File: config.mk
export PLATFORM = sky130hd
export DESIGN_NAME = pcif_top
export DESIGN_NICKNAME = d
export VERILOG_FILES = /design/src/pkg/pcif_pkg.sv /design/src/verilog/pcif_top.sv
export SDC_FILE = /design/constraint.sdc
export NUM_CORES = 1
export LEC_CHECK = 0
export ABC_AREA = 1
export BUFFER_PORTS_ARGS = -buffer_cell sky130_fd_sc_hd__buf_4
export CORE_MARGIN = 3
export CORE_UTILIZATION = 26
export CTS_BUF_LIST = sky130_fd_sc_hd__clkbuf_8
export DETAILED_ROUTE_END_ITERATION = 12
export GPL_TIMING_DRIVEN = 0
export MAX_ROUTING_LAYER = met4
export PLACE_DENSITY = 0.58
export SETUP_SLACK_MARGIN = 0.2
export SLEW_MARGIN = 20
export SYNTH_ARGS = -nofsm -noshare
export SYNTH_HDL_FRONTEND = slang
export SYNTH_SLANG_ARGS = --single-unit
File: constraint.sdc
create_clock -name core_clk -period 2.7 [get_ports core_clk]
set_input_delay 0.135 -clock core_clk [delete_from_list [all_inputs] [get_ports core_clk]]
set_output_delay 0.135 -clock core_clk [all_outputs]
set_load 0.1 [all_outputs]
File: src/pkg/pcif_pkg.sv
// Package for the pin change interrupt flag block: register map, field layouts, types
package pcif_pkg;

  // Register byte offsets (chosen, no offsets printed)
  localparam logic [7:0] PCIF_OFS_RISE = 8'h00;
  localparam logic [7:0] PCIF_OFS_FALL = 8'h04;
  localparam logic [7:0] PCIF_OFS_FLAGS = 8'h08;
  localparam logic [7:0] PCIF_OFS_ICTL = 8'h0C;
  localparam logic [7:0] PCIF_OFS_ISTAT = 8'h10;
  localparam logic [7:0] PCIF_OFS_IMASK = 8'h14;

  // Pin count and register width
  localparam int PCIF_PINS = 4;
  localparam int PCIF_REG_W = 8;

  // Interrupt control layout: master enable bit 3, summary flag bit 0
  localparam int PCIF_ICTL_MEN_BIT = 3;
  localparam int PCIF_ICTL_SUM_BIT = 0;

  // Sticky event status layout: change request, wake
  localparam int PCIF_EV_W = 2;
  localparam int PCIF_EV_REQ_BIT = 0;
  localparam int PCIF_EV_WAKE_BIT = 1;

  // Reset values
  localparam logic [3:0] PCIF_RST_PINS = 4'h0;
  localparam logic [1:0] PCIF_RST_EV = 2'h0;

  // AXI response codes
  localparam logic [1:0] PCIF_RESP_OKAY = 2'h0;
  localparam logic [1:0] PCIF_RESP_SLVERR = 2'h2;

  // Bundled per-pin configuration
  typedef struct packed {
    logic [PCIF_PINS-1:0] rise_en;
    logic [PCIF_PINS-1:0] fall_en;
    logic master_en;
  } pcif_cfg_t;

endpackage : pcif_pkg

File: src/verilog/pcif_top.sv
// Pin change interrupt flag block with AXI4-Lite register slave
//
// Notes on behaviour
// - Enabled edge sets pin flag regardless master
// - Request only when flag set and master
// - Summary flag is OR of pin flags
// - Writing zero clears a flag; otherwise sticky
// - Edge during clearing write keeps flag set
// - Master enable lets pin change wake device
// - Sleep edge recorded before first instruction
// - Rising enables in bits 3 to 0
// - Falling enables in bits 3 to 0
// - Flag set on enabled rise or fall
// - Bits 7 to 4 ignore writes, read zero
// - Both enables detect both polarities
// - Master off: flags still set, no request
//
// Decided for this implementation: the address map and the AXI4-Lite register port.
`timescale 1ns/10ps
`default_nettype none

module pcif_top
  import pcif_pkg::*;
#(
  parameter int NUM_PINS = PCIF_PINS
) (
  input wire logic core_clk,
  input wire logic srst,
  // Port pins, asynchronous to the core
  input wire logic [NUM_PINS-1:0] port_pin,
  // Sleep state of the core
  input wire logic asleep,
  // AXI4-Lite slave
  input wire logic [7:0] s_axi_awaddr,
  input wire logic s_axi_awvalid,
  output logic s_axi_awready,
  input wire logic [31:0] s_axi_wdata,
  input wire logic [3:0] s_axi_wstrb,
  input wire logic s_axi_wvalid,
  output logic s_axi_wready,
  output logic [1:0] s_axi_bresp,
  output logic s_axi_bvalid,
  input wire logic s_axi_bready,
  input wire logic [7:0] s_axi_araddr,
  input wire logic s_axi_arvalid,
  output logic s_axi_arready,
  output logic [31:0] s_axi_rdata,
  output logic [1:0] s_axi_rresp,
  output logic s_axi_rvalid,
  input wire logic s_axi_rready,
  // Change interrupt request level
  output logic change_irq,
  // Wake request to the sleep controller
  output logic wake_req,
  // Gated block interrupt line
  output logic irq
);

  // Logic is fixed at four enables per register
  initial begin
    if (NUM_PINS != PCIF_PINS) begin
      $error("pcif_top: NUM_PINS must equal 4");
    end
  end

  // Place an 8-bit field into a 32-bit read word, upper bits zero
  function automatic logic [31:0] pcif_word(input logic [PCIF_REG_W-1:0] v);
    pcif_word = {24'h000000, v};
  endfunction : pcif_word

  // Synchroniser and previous-sample stages
  logic [NUM_PINS-1:0] sync_a;
  logic [NUM_PINS-1:0] sync_b;
  logic [NUM_PINS-1:0] prev_pin;
  // Configuration and flags
  pcif_cfg_t cfg;
  pcif_cfg_t next_cfg;
  logic [NUM_PINS-1:0] pin_change_flags;
  logic [NUM_PINS-1:0] next_flags;
  logic [PCIF_EV_W-1:0] ev_stat;
  logic [PCIF_EV_W-1:0] next_ev_stat;
  logic [PCIF_EV_W-1:0] ev_mask;
  logic [PCIF_EV_W-1:0] next_ev_mask;
  // Edge detection
  logic [NUM_PINS-1:0] rise_det;
  logic [NUM_PINS-1:0] fall_det;
  logic [NUM_PINS-1:0] edge_hit;
  logic change_summary_flag;
  logic change_irq_prev;
  logic wake_prev;
  // Bus state
  logic aw_held;
  logic next_aw_held;
  logic [7:0] aw_addr;
  logic [7:0] next_aw_addr;
  logic w_held;
  logic next_w_held;
  logic [31:0] w_data;
  logic [31:0] next_w_data;
  logic [3:0] w_strb;
  logic [3:0] next_w_strb;
  logic bvalid;
  logic next_bvalid;
  logic [1:0] bresp;
  logic [1:0] next_bresp;
  logic rvalid;
  logic next_rvalid;
  logic [31:0] rdata;
  logic [31:0] next_rdata;
  logic [1:0] rresp;
  logic [1:0] next_rresp;
  logic wr_fire;
  logic rd_fire;

  // Two-stage synchroniser plus one history stage
  always_ff @(posedge core_clk) begin
    if (srst) begin
      sync_a <= PCIF_RST_PINS;
      sync_b <= PCIF_RST_PINS;
      prev_pin <= PCIF_RST_PINS;
    end else begin
      sync_a <= port_pin;
      sync_b <= sync_a;
      prev_pin <= sync_b;
    end
  end

  // Edge detect on synchronised samples; no clock gating so sleep edges still land
  always_comb begin
    rise_det = sync_b & ~prev_pin;
    fall_det = ~sync_b & prev_pin;
    edge_hit = (rise_det & cfg.rise_en) | (fall_det & cfg.fall_en);
  end

  // Summary is a pure OR, never stored
  assign change_summary_flag = |pin_change_flags;
  // Request gated by master enable only
  assign change_irq = change_summary_flag & cfg.master_en;
  // Wake while asleep on a pending change with master enabled
  assign wake_req = change_irq & asleep;

  // Bus handshakes: hold address and data until both present
  assign wr_fire = aw_held & w_held & ~bvalid;
  assign rd_fire = s_axi_arvalid & s_axi_arready;
  assign s_axi_awready = ~aw_held & ~bvalid;
  assign s_axi_wready = ~w_held & ~bvalid;
  assign s_axi_arready = ~rvalid;
  assign s_axi_bvalid = bvalid;
  assign s_axi_bresp = bresp;
  assign s_axi_rvalid = rvalid;
  assign s_axi_rdata = rdata;
  assign s_axi_rresp = rresp;

  // Next state of configuration, flags and event status
  always_comb begin
    next_cfg = cfg;
    next_flags = pin_change_flags;
    next_ev_mask = ev_mask;
    next_ev_stat = ev_stat;
    // Register writes only when byte lane 0 is enabled
    if (wr_fire && w_strb[0]) begin
      case (aw_addr)
        PCIF_OFS_RISE: begin
          next_cfg.rise_en = w_data[NUM_PINS-1:0];
        end
        PCIF_OFS_FALL: begin
          next_cfg.fall_en = w_data[NUM_PINS-1:0];
        end
        PCIF_OFS_FLAGS: begin
          // Zeros clear, ones leave the flag alone
          next_flags = pin_change_flags & w_data[NUM_PINS-1:0];
        end
        PCIF_OFS_ICTL: begin
          next_cfg.master_en = w_data[PCIF_ICTL_MEN_BIT];
        end
        PCIF_OFS_ISTAT: begin
          next_ev_stat = ev_stat & ~w_data[PCIF_EV_W-1:0];
        end
        PCIF_OFS_IMASK: begin
          next_ev_mask = w_data[PCIF_EV_W-1:0];
        end
        default: begin
          next_cfg = cfg;
        end
      endcase
    end
    // Edges set last so they win over any clear in the same cycle
    next_flags = next_flags | edge_hit;
    if (change_irq && !change_irq_prev) begin
      next_ev_stat[PCIF_EV_REQ_BIT] = 1'b1;
    end
    if (wake_req && !wake_prev) begin
      next_ev_stat[PCIF_EV_WAKE_BIT] = 1'b1;
    end
  end

  // Register the configuration, flags and events
  always_ff @(posedge core_clk) begin
    if (srst) begin
      cfg <= '0;
      pin_change_flags <= PCIF_RST_PINS;
      ev_stat <= PCIF_RST_EV;
      ev_mask <= PCIF_RST_EV;
      change_irq_prev <= 1'b0;
      wake_prev <= 1'b0;
      irq <= 1'b0;
    end else begin
      cfg <= next_cfg;
      pin_change_flags <= next_flags;
      ev_stat <= next_ev_stat;
      ev_mask <= next_ev_mask;
      change_irq_prev <= change_irq;
      wake_prev <= wake_req;
      irq <= |(next_ev_stat & next_ev_mask);
    end
  end

  // Next state of the bus slave
  always_comb begin
    next_aw_held = aw_held;
    next_aw_addr = aw_addr;
    next_w_held = w_held;
    next_w_data = w_data;
    next_w_strb = w_strb;
    next_bvalid = bvalid;
    next_bresp = bresp;
    next_rvalid = rvalid;
    next_rdata = rdata;
    next_rresp = rresp;
    // Capture address and data in either order
    if (s_axi_awvalid && s_axi_awready) begin
      next_aw_held = 1'b1;
      next_aw_addr = s_axi_awaddr;
    end
    if (s_axi_wvalid && s_axi_wready) begin
      next_w_held = 1'b1;
      next_w_data = s_axi_wdata;
      next_w_strb = s_axi_wstrb;
    end
    // Write completes one cycle after both are held
    if (wr_fire) begin
      next_aw_held = 1'b0;
      next_w_held = 1'b0;
      next_bvalid = 1'b1;
      case (aw_addr)
        PCIF_OFS_RISE, PCIF_OFS_FALL, PCIF_OFS_FLAGS,
        PCIF_OFS_ICTL, PCIF_OFS_ISTAT, PCIF_OFS_IMASK: begin
          next_bresp = PCIF_RESP_OKAY;
        end
        default: begin
          next_bresp = PCIF_RESP_SLVERR;
        end
      endcase
    end else if (bvalid && s_axi_bready) begin
      next_bvalid = 1'b0;
    end
    // Reads answer the cycle after the address is taken
    if (rd_fire) begin
      next_rvalid = 1'b1;
      next_rresp = PCIF_RESP_OKAY;
      case (s_axi_araddr)
        PCIF_OFS_RISE: begin
          next_rdata = pcif_word({4'h0, cfg.rise_en});
        end
        PCIF_OFS_FALL: begin
          next_rdata = pcif_word({4'h0, cfg.fall_en});
        end
        PCIF_OFS_FLAGS: begin
          next_rdata = pcif_word({4'h0, pin_change_flags});
        end
        PCIF_OFS_ICTL: begin
          next_rdata = pcif_word({4'h0, cfg.master_en, 2'h0, change_summary_flag});
        end
        PCIF_OFS_ISTAT: begin
          next_rdata = pcif_word({6'h00, ev_stat});
        end
        PCIF_OFS_IMASK: begin
          next_rdata = pcif_word({6'h00, ev_mask});
        end
        default: begin
          next_rdata = 32'h00000000;
          next_rresp = PCIF_RESP_SLVERR;
        end
      endcase
    end else if (rvalid && s_axi_rready) begin
      next_rvalid = 1'b0;
    end
  end

  // Register the bus slave state
  always_ff @(posedge core_clk) begin
    if (srst) begin
      aw_held <= 1'b0;
      aw_addr <= 8'h00;
      w_held <= 1'b0;
      w_data <= 32'h00000000;
      w_strb <= 4'h0;
      bvalid <= 1'b0;
      bresp <= PCIF_RESP_OKAY;
      rvalid <= 1'b0;
      rdata <= 32'h00000000;
      rresp <= PCIF_RESP_OKAY;
    end else begin
      aw_held <= next_aw_held;
      aw_addr <= next_aw_addr;
      w_held <= next_w_held;
      w_data <= next_w_data;
      w_strb <= next_w_strb;
      bvalid <= next_bvalid;
      bresp <= next_bresp;
      rvalid <= next_rvalid;
      rdata <= next_rdata;
      rresp <= next_rresp;
    end
  end

endmodule : pcif_top

`default_nettype wire

After elaboration in Yosys (flattened, before gate mapping)
Index checks and enable logic that the tools add are counted.
{"block": "classes", "reduce_logical": 21, "bitwise": 23, "muxes": 15, "n_eq_ne": 10}
{"cell": "8-bit by 4-bit == test with 1-bit output, second input constant", "n": 4}
{"cell": "8-bit by 5-bit == test with 1-bit output, second input constant", "n": 4}
{"cell": "4-bit case mux with 6 select lines", "n": 1}
{"cell": "4-bit AND", "n": 5}
{"cell": "8-bit by 3-bit == test with 1-bit output, second input constant", "n": 2}
{"cell": "8-bit zero test", "n": 2}
{"cell": "2-bit 2-to-1 mux", "n": 6}
{"cell": "6-bit OR reduction", "n": 2}
{"cell": "4-bit 2-to-1 mux", "n": 2}
{"cell": "4-bit NOT", "n": 2}
{"cell": "4-bit bitwise OR", "n": 2}
{"cell": "1-bit AND", "n": 7}
{"cell": "1-bit logical AND", "n": 7}
{"cell": "1-bit 2-to-1 mux", "n": 6}
{"cell": "2-bit AND reduction", "n": 3}
{"cell": "2-bit AND", "n": 2}
{"cell": "1-bit NOT", "n": 4}
{"cell": "2-bit nonzero test", "n": 2}
{"cell": "2-bit OR reduction", "n": 2}
{"cell": "4-bit OR reduction", "n": 1}
{"cell": "1-bit zero test", "n": 2}
{"cell": "2-bit NOT", "n": 1}
{"block": "word_totals", "out_inout_bits": 44, "register_bits": 85, "elab_cells": 91}

Logic depth before layout (Yosys ltp)
{"block": "depth", "word_depth": 7, "mapped_depth": 9}

Worst setup path before layout
Ideal clock, no wire load.
{"block": "synth_path", "path_type": "reg2reg", "start": "register bvalid (netlist: s_axi_bvalid)", "end": "register w_data[0]", "n_path_buf": 0, "setup_ps": 125, "setup_slack_ps": -183, "arrival_time_ps": 2758, "required_ps": 2575, "synth_period_minus_slack_ps": 2883, "stages_incl_launch_ff": 5, "path_cell_list": "dfxtp_1 -> nor2_1 -> nand2_1 -> o21ai_0 -> a21oi_1"}
{"block": "synth_via", "elab_chain_cells": 3}
{"element": "start, declared", "line_no": "pcif_top.sv:102", "rtl": "logic bvalid;"}
{"element": "start signal, assigned", "line_no": "pcif_top.sv:309", "rtl": "bvalid <= next_bvalid;"}
{"element": "1-bit NOT", "line_no": "pcif_top.sv:146", "rtl": "assign s_axi_wready = ~w_held & ~bvalid;"}
{"element": "1-bit AND", "line_no": "pcif_top.sv:146"}
{"element": "named net s_axi_wready", "line_no": "pcif_top.sv:40", "rtl": "output logic s_axi_wready,"}
{"element": "1-bit logical AND", "line_no": "pcif_top.sv:235", "rtl": "if (s_axi_wvalid && s_axi_wready) begin"}
{"element": "end signal, assigned", "line_no": "pcif_top.sv:307", "rtl": "w_data <= next_w_data;"}
{"element": "end, declared", "line_no": "pcif_top.sv:98", "rtl": "logic [31:0] w_data;"}
The timed path passes the listed nets, and every way through them passes these cells.
A chain may end at the register's enable or synchronous reset.

Worst setup path in the final report
{"block": "layout_path", "start": "register pin_change_flags[2]", "end": "output port wake_req"}
{"block": "layout_via", "elab_chain_cells": 3}
{"element": "start, declared", "line_no": "pcif_top.sv:78", "rtl": "logic [NUM_PINS-1:0] pin_change_flags;"}
{"element": "start signal, assigned", "line_no": "pcif_top.sv:209", "rtl": "pin_change_flags <= next_flags;"}
{"element": "4-bit OR reduction", "line_no": "pcif_top.sv:136", "rtl": "assign change_summary_flag = |pin_change_flags;"}
{"element": "1-bit AND", "line_no": "pcif_top.sv:138", "rtl": "assign change_irq = change_summary_flag & cfg.master_en;"}
{"element": "1-bit AND", "line_no": "pcif_top.sv:140", "rtl": "assign wake_req = change_irq & asleep;"}
{"element": "end, declared", "line_no": "pcif_top.sv:54", "rtl": "output logic wake_req,"}
Every way passes these cells.

==> metrics.txt <==
Reg power frac=48.6%; depth of the CTS H-tree=2; clock transition at the registers of the reported paths=90 ps; Slew Limit Fails=0; # port buffers=45; Max transition margin=60.53%; internal power=0.001156 W; leakage=1.519 nW; flops & latches, synth=55; reg2reg path depth=6; Achievable Freq=0.6561 GHz; max-cap violations=0; hold buffer count at CTS=0; Synth warnings=0; Die Wd=104.7 µm; clock buffer depth=2; unrepaired setup endpoints after global routing=no; Cells after Synth=344; first-pass GRT wire length=9570 µm; Synth Area per Inst=7.369 µm²; peak supply drop=349.1 µV; Power Density=554.6 nW/µm²; nets=489; worst slack at placement=1379 ps; CP max-delay cell=dfxtp_1; via/cell ratio=3.991; Post CTS Setup Buffer Count=0; CP Class=flip-flop to output pin; sequential-to-total area share from yosys stat=43.44%; Max FO, Critical Path=4; n_diodes=0; die area=10970 µm²; Die H=104.7 µm; total grt overflow=0; IO Count=108; DP Area=3148 µm²; CTS buffer count=5; worst-skew pair later-pin latency=300 ps; Reg-to-Reg End=pin_change_flags[3]$_SDFF_PP0_; vias in the first global route=2057; Design Power=0.001794 W; DRT antenna net count=0; core area=9371 µm²; Reg-to-Reg Start=s_axi_bvalid$_SDFFE_PP0P_; CP startpoint kind=flip-flop; CP Buf/Inv Count=1; minimum clock period=1524 ps; Sw Share=35.60%; Post-Route WL=5748 µm; Initial Util=27.05%; root buf cell=clkbuf_8; area of the multi-input gates=1111 µm²; share of cells above drive strength 1=25.88%; max incr delay on CP=380 ps; clk sinks=55; initial antenna violation count=0; routed wire length per instance=10.38 µm; DR DRC count=0; Setup crit end kind=output pin; Final setup viols=0; Final GP Congestion=0.8063; clk_skew=7.085 ps; Critical Path Start=pin_change_flags[2]$_SDFF_PP0_; final period utilization=56.45%; combinational group share of total power=26.0%; Critical Path RT=2570 ps; worst slew pin tran=592.1 ps; CP Cell Sequence=nor2_1, nand2_1, nand2_1, nor2_1, buf_4; Layout Utilization=34.53%; setup TNS=0 ps; Synth cell types=29; Final WS setup=1176 ps; register area=1101 µm²; Arrival @ worst endpoint=1390 ps; last element of the critical path=wake_req; Hold WC Path Type=input pin to flip-flop; First DRT Iteration DRCs=154; FP Rows=35; PostCTS Resize Cnt=0; outcome=complete, no violations; slack of the worst reg-to-reg path=1380 ps; post-synthesis instance area=2535 µm²; CP Depth=5; FILL cells=1037; largest net degree at the start of global routing=16; Synth-to-Final Area Change=27.64%; via count=2211; TritonCTS clock tree=yes; power share of the clock group=25.4%; Final Hold Fails=0; delay-heaviest family, CP=simple AND/OR/NAND/NOR gates; Pre-antenna DRT Iters=4; Finished Cell Area=3236 µm²; GRT Total Usage=11.07%; P_sw=0.0006388 W; post-DP HPWL=4597 µm
[per-stage QoR]
stage	instances	hold WS (ps)
floorplan	373	242.0
global placement	547	342.9
detailed placement	547	347.2
CTS	554	27.74
global route	554	42.67
finish	554	33.72
[cell usage in the layout (no fill, tap or decap), types with 6 or more instances in the layout]
cell	instances
dfxtp_1	55
nand3_1	20
buf_4	75
o21ai_1	6
clkbuf_8	6
nor2_2	7
a21oi_1	24
nand2_1	42
o21ai_0	23
nor2_1	55
conb_1	30
inv_1	44
[power groups by stage]
stage               registers (W)  clock network (W)  logic, W
finish                   0.000872           0.000456  0.000466
global route             0.000878           0.000508  0.000498
CTS                      0.000873           0.000469  0.000468
detailed placement       0.000892                  0  0.000468
global placement         0.000891                  0  0.000464
floorplan                0.000912                  0  0.000363
[synth_stat cells]
| cell type | n | share of area, % |
|---|---|---|
| a21oi_1 | 24 | 4.7 |
| a31oi_1 | 4 | 0.99 |
| buf_1 | 1 | 0.15 |
| buf_2 | 4 | 0.79 |
| buf_4 | 30 | 8.9 |
| clkbuf_1 | 2 | 0.30 |
| clkinv_1 | 1 | 0.15 |
| conb_1 | 1 | 0.15 |
| dfxtp_1 | 55 | 43 |
| inv_1 | 44 | 6.5 |
| inv_2 | 3 | 0.44 |
| nand2_1 | 42 | 6.2 |
| nand2_2 | 2 | 0.49 |
| nand3_1 | 20 | 3.9 |
| nand3_2 | 3 | 1.2 |
| nand4_1 | 3 | 0.74 |
| nand4_4 | 1 | 0.84 |
| nor2_1 | 57 | 8.4 |
| nor2_2 | 5 | 1.2 |
| nor2_4 | 2 | 0.89 |
| nor3_1 | 2 | 0.39 |
| nor3_4 | 2 | 1.3 |
| nor4_1 | 1 | 0.25 |
| o21a_1 | 1 | 0.30 |
| o21ai_0 | 23 | 4.5 |
| o21ai_1 | 6 | 1.2 |
| o21ai_2 | 3 | 1.0 |
| o22ai_1 | 1 | 0.25 |
| or2_2 | 1 | 0.25 |
[worst register-to-register path: cells and delay by family (launching register included)]
kind,cells,cell delay (ps)
DFF,1,360
buffers and inverters,2,260
and+or+nand+nor,2,310
AOI/OAI and AO/OA,2,270
[worst min path at each step]
| stage | start | end | cells past startpoint |
|---|---|---|---|
| final | port_pin[3] | sync_a[3]$_SDFF_PP0_ | 3 |
| after global routing | port_pin[3] | sync_a[3]$_SDFF_PP0_ | 3 |
| after CTS | port_pin[2] | sync_a[2]$_SDFF_PP0_ | 3 |
| after detailed placement | port_pin[2] | sync_a[2]$_SDFF_PP0_ | 3 |
| after global placement | port_pin[0] | sync_a[0]$_SDFF_PP0_ | 3 |
| after floorplan | port_pin[0] | sync_a[0]$_SDFF_PP0_ | 2 |
[kinds of logic after synthesis]
group,synth area share (%)
and+or+nand+nor,26.16
buffers and inverters,17.23
AOI/OAI and AO/OA,13.03
DFF,43.44
other,0.1479
[cell type report]
type / count / share of cell area, %
clock buffer: 6 / 2.552
tap: 129 / 4.988
inverter: 48 / 5.568
clock inverter: 1 / 0.1547
timing repair buffer: 45 / 10.44
multi-input combinational: 233 / 34.34
sequential: 55 / 34.03
buffer: 37 / 7.927
[flip-flops by register name, summed over array words and instances, names as in the netlist]
register          count
change_irq_prev       1
wake_prev             1
prev_pin              4
cfg                   9
ev_stat               2
sync_b                4
aw_held               1
aw_addr               8
ev_mask               2
s_axi_bresp           1
s_axi_rdata           4
w_strb                1
s_axi_rresp           1
irq                   1
w_data                4
pin_change_flags      4
w_held                1
s_axi_rvalid          1
s_axi_bvalid          1
sync_a                4
[routing by layer]
layer  vias to the layer above  track usage (%)  part of all wire, %
met5                         -                -                    0
met4                         0            4.030                  1.2
met3                         5            2.594                  7.1
met2                        73            16.50                   43
met1                       944            14.65                   49
li1                       1189                -                    -
(Power assumes the default switching activity.)
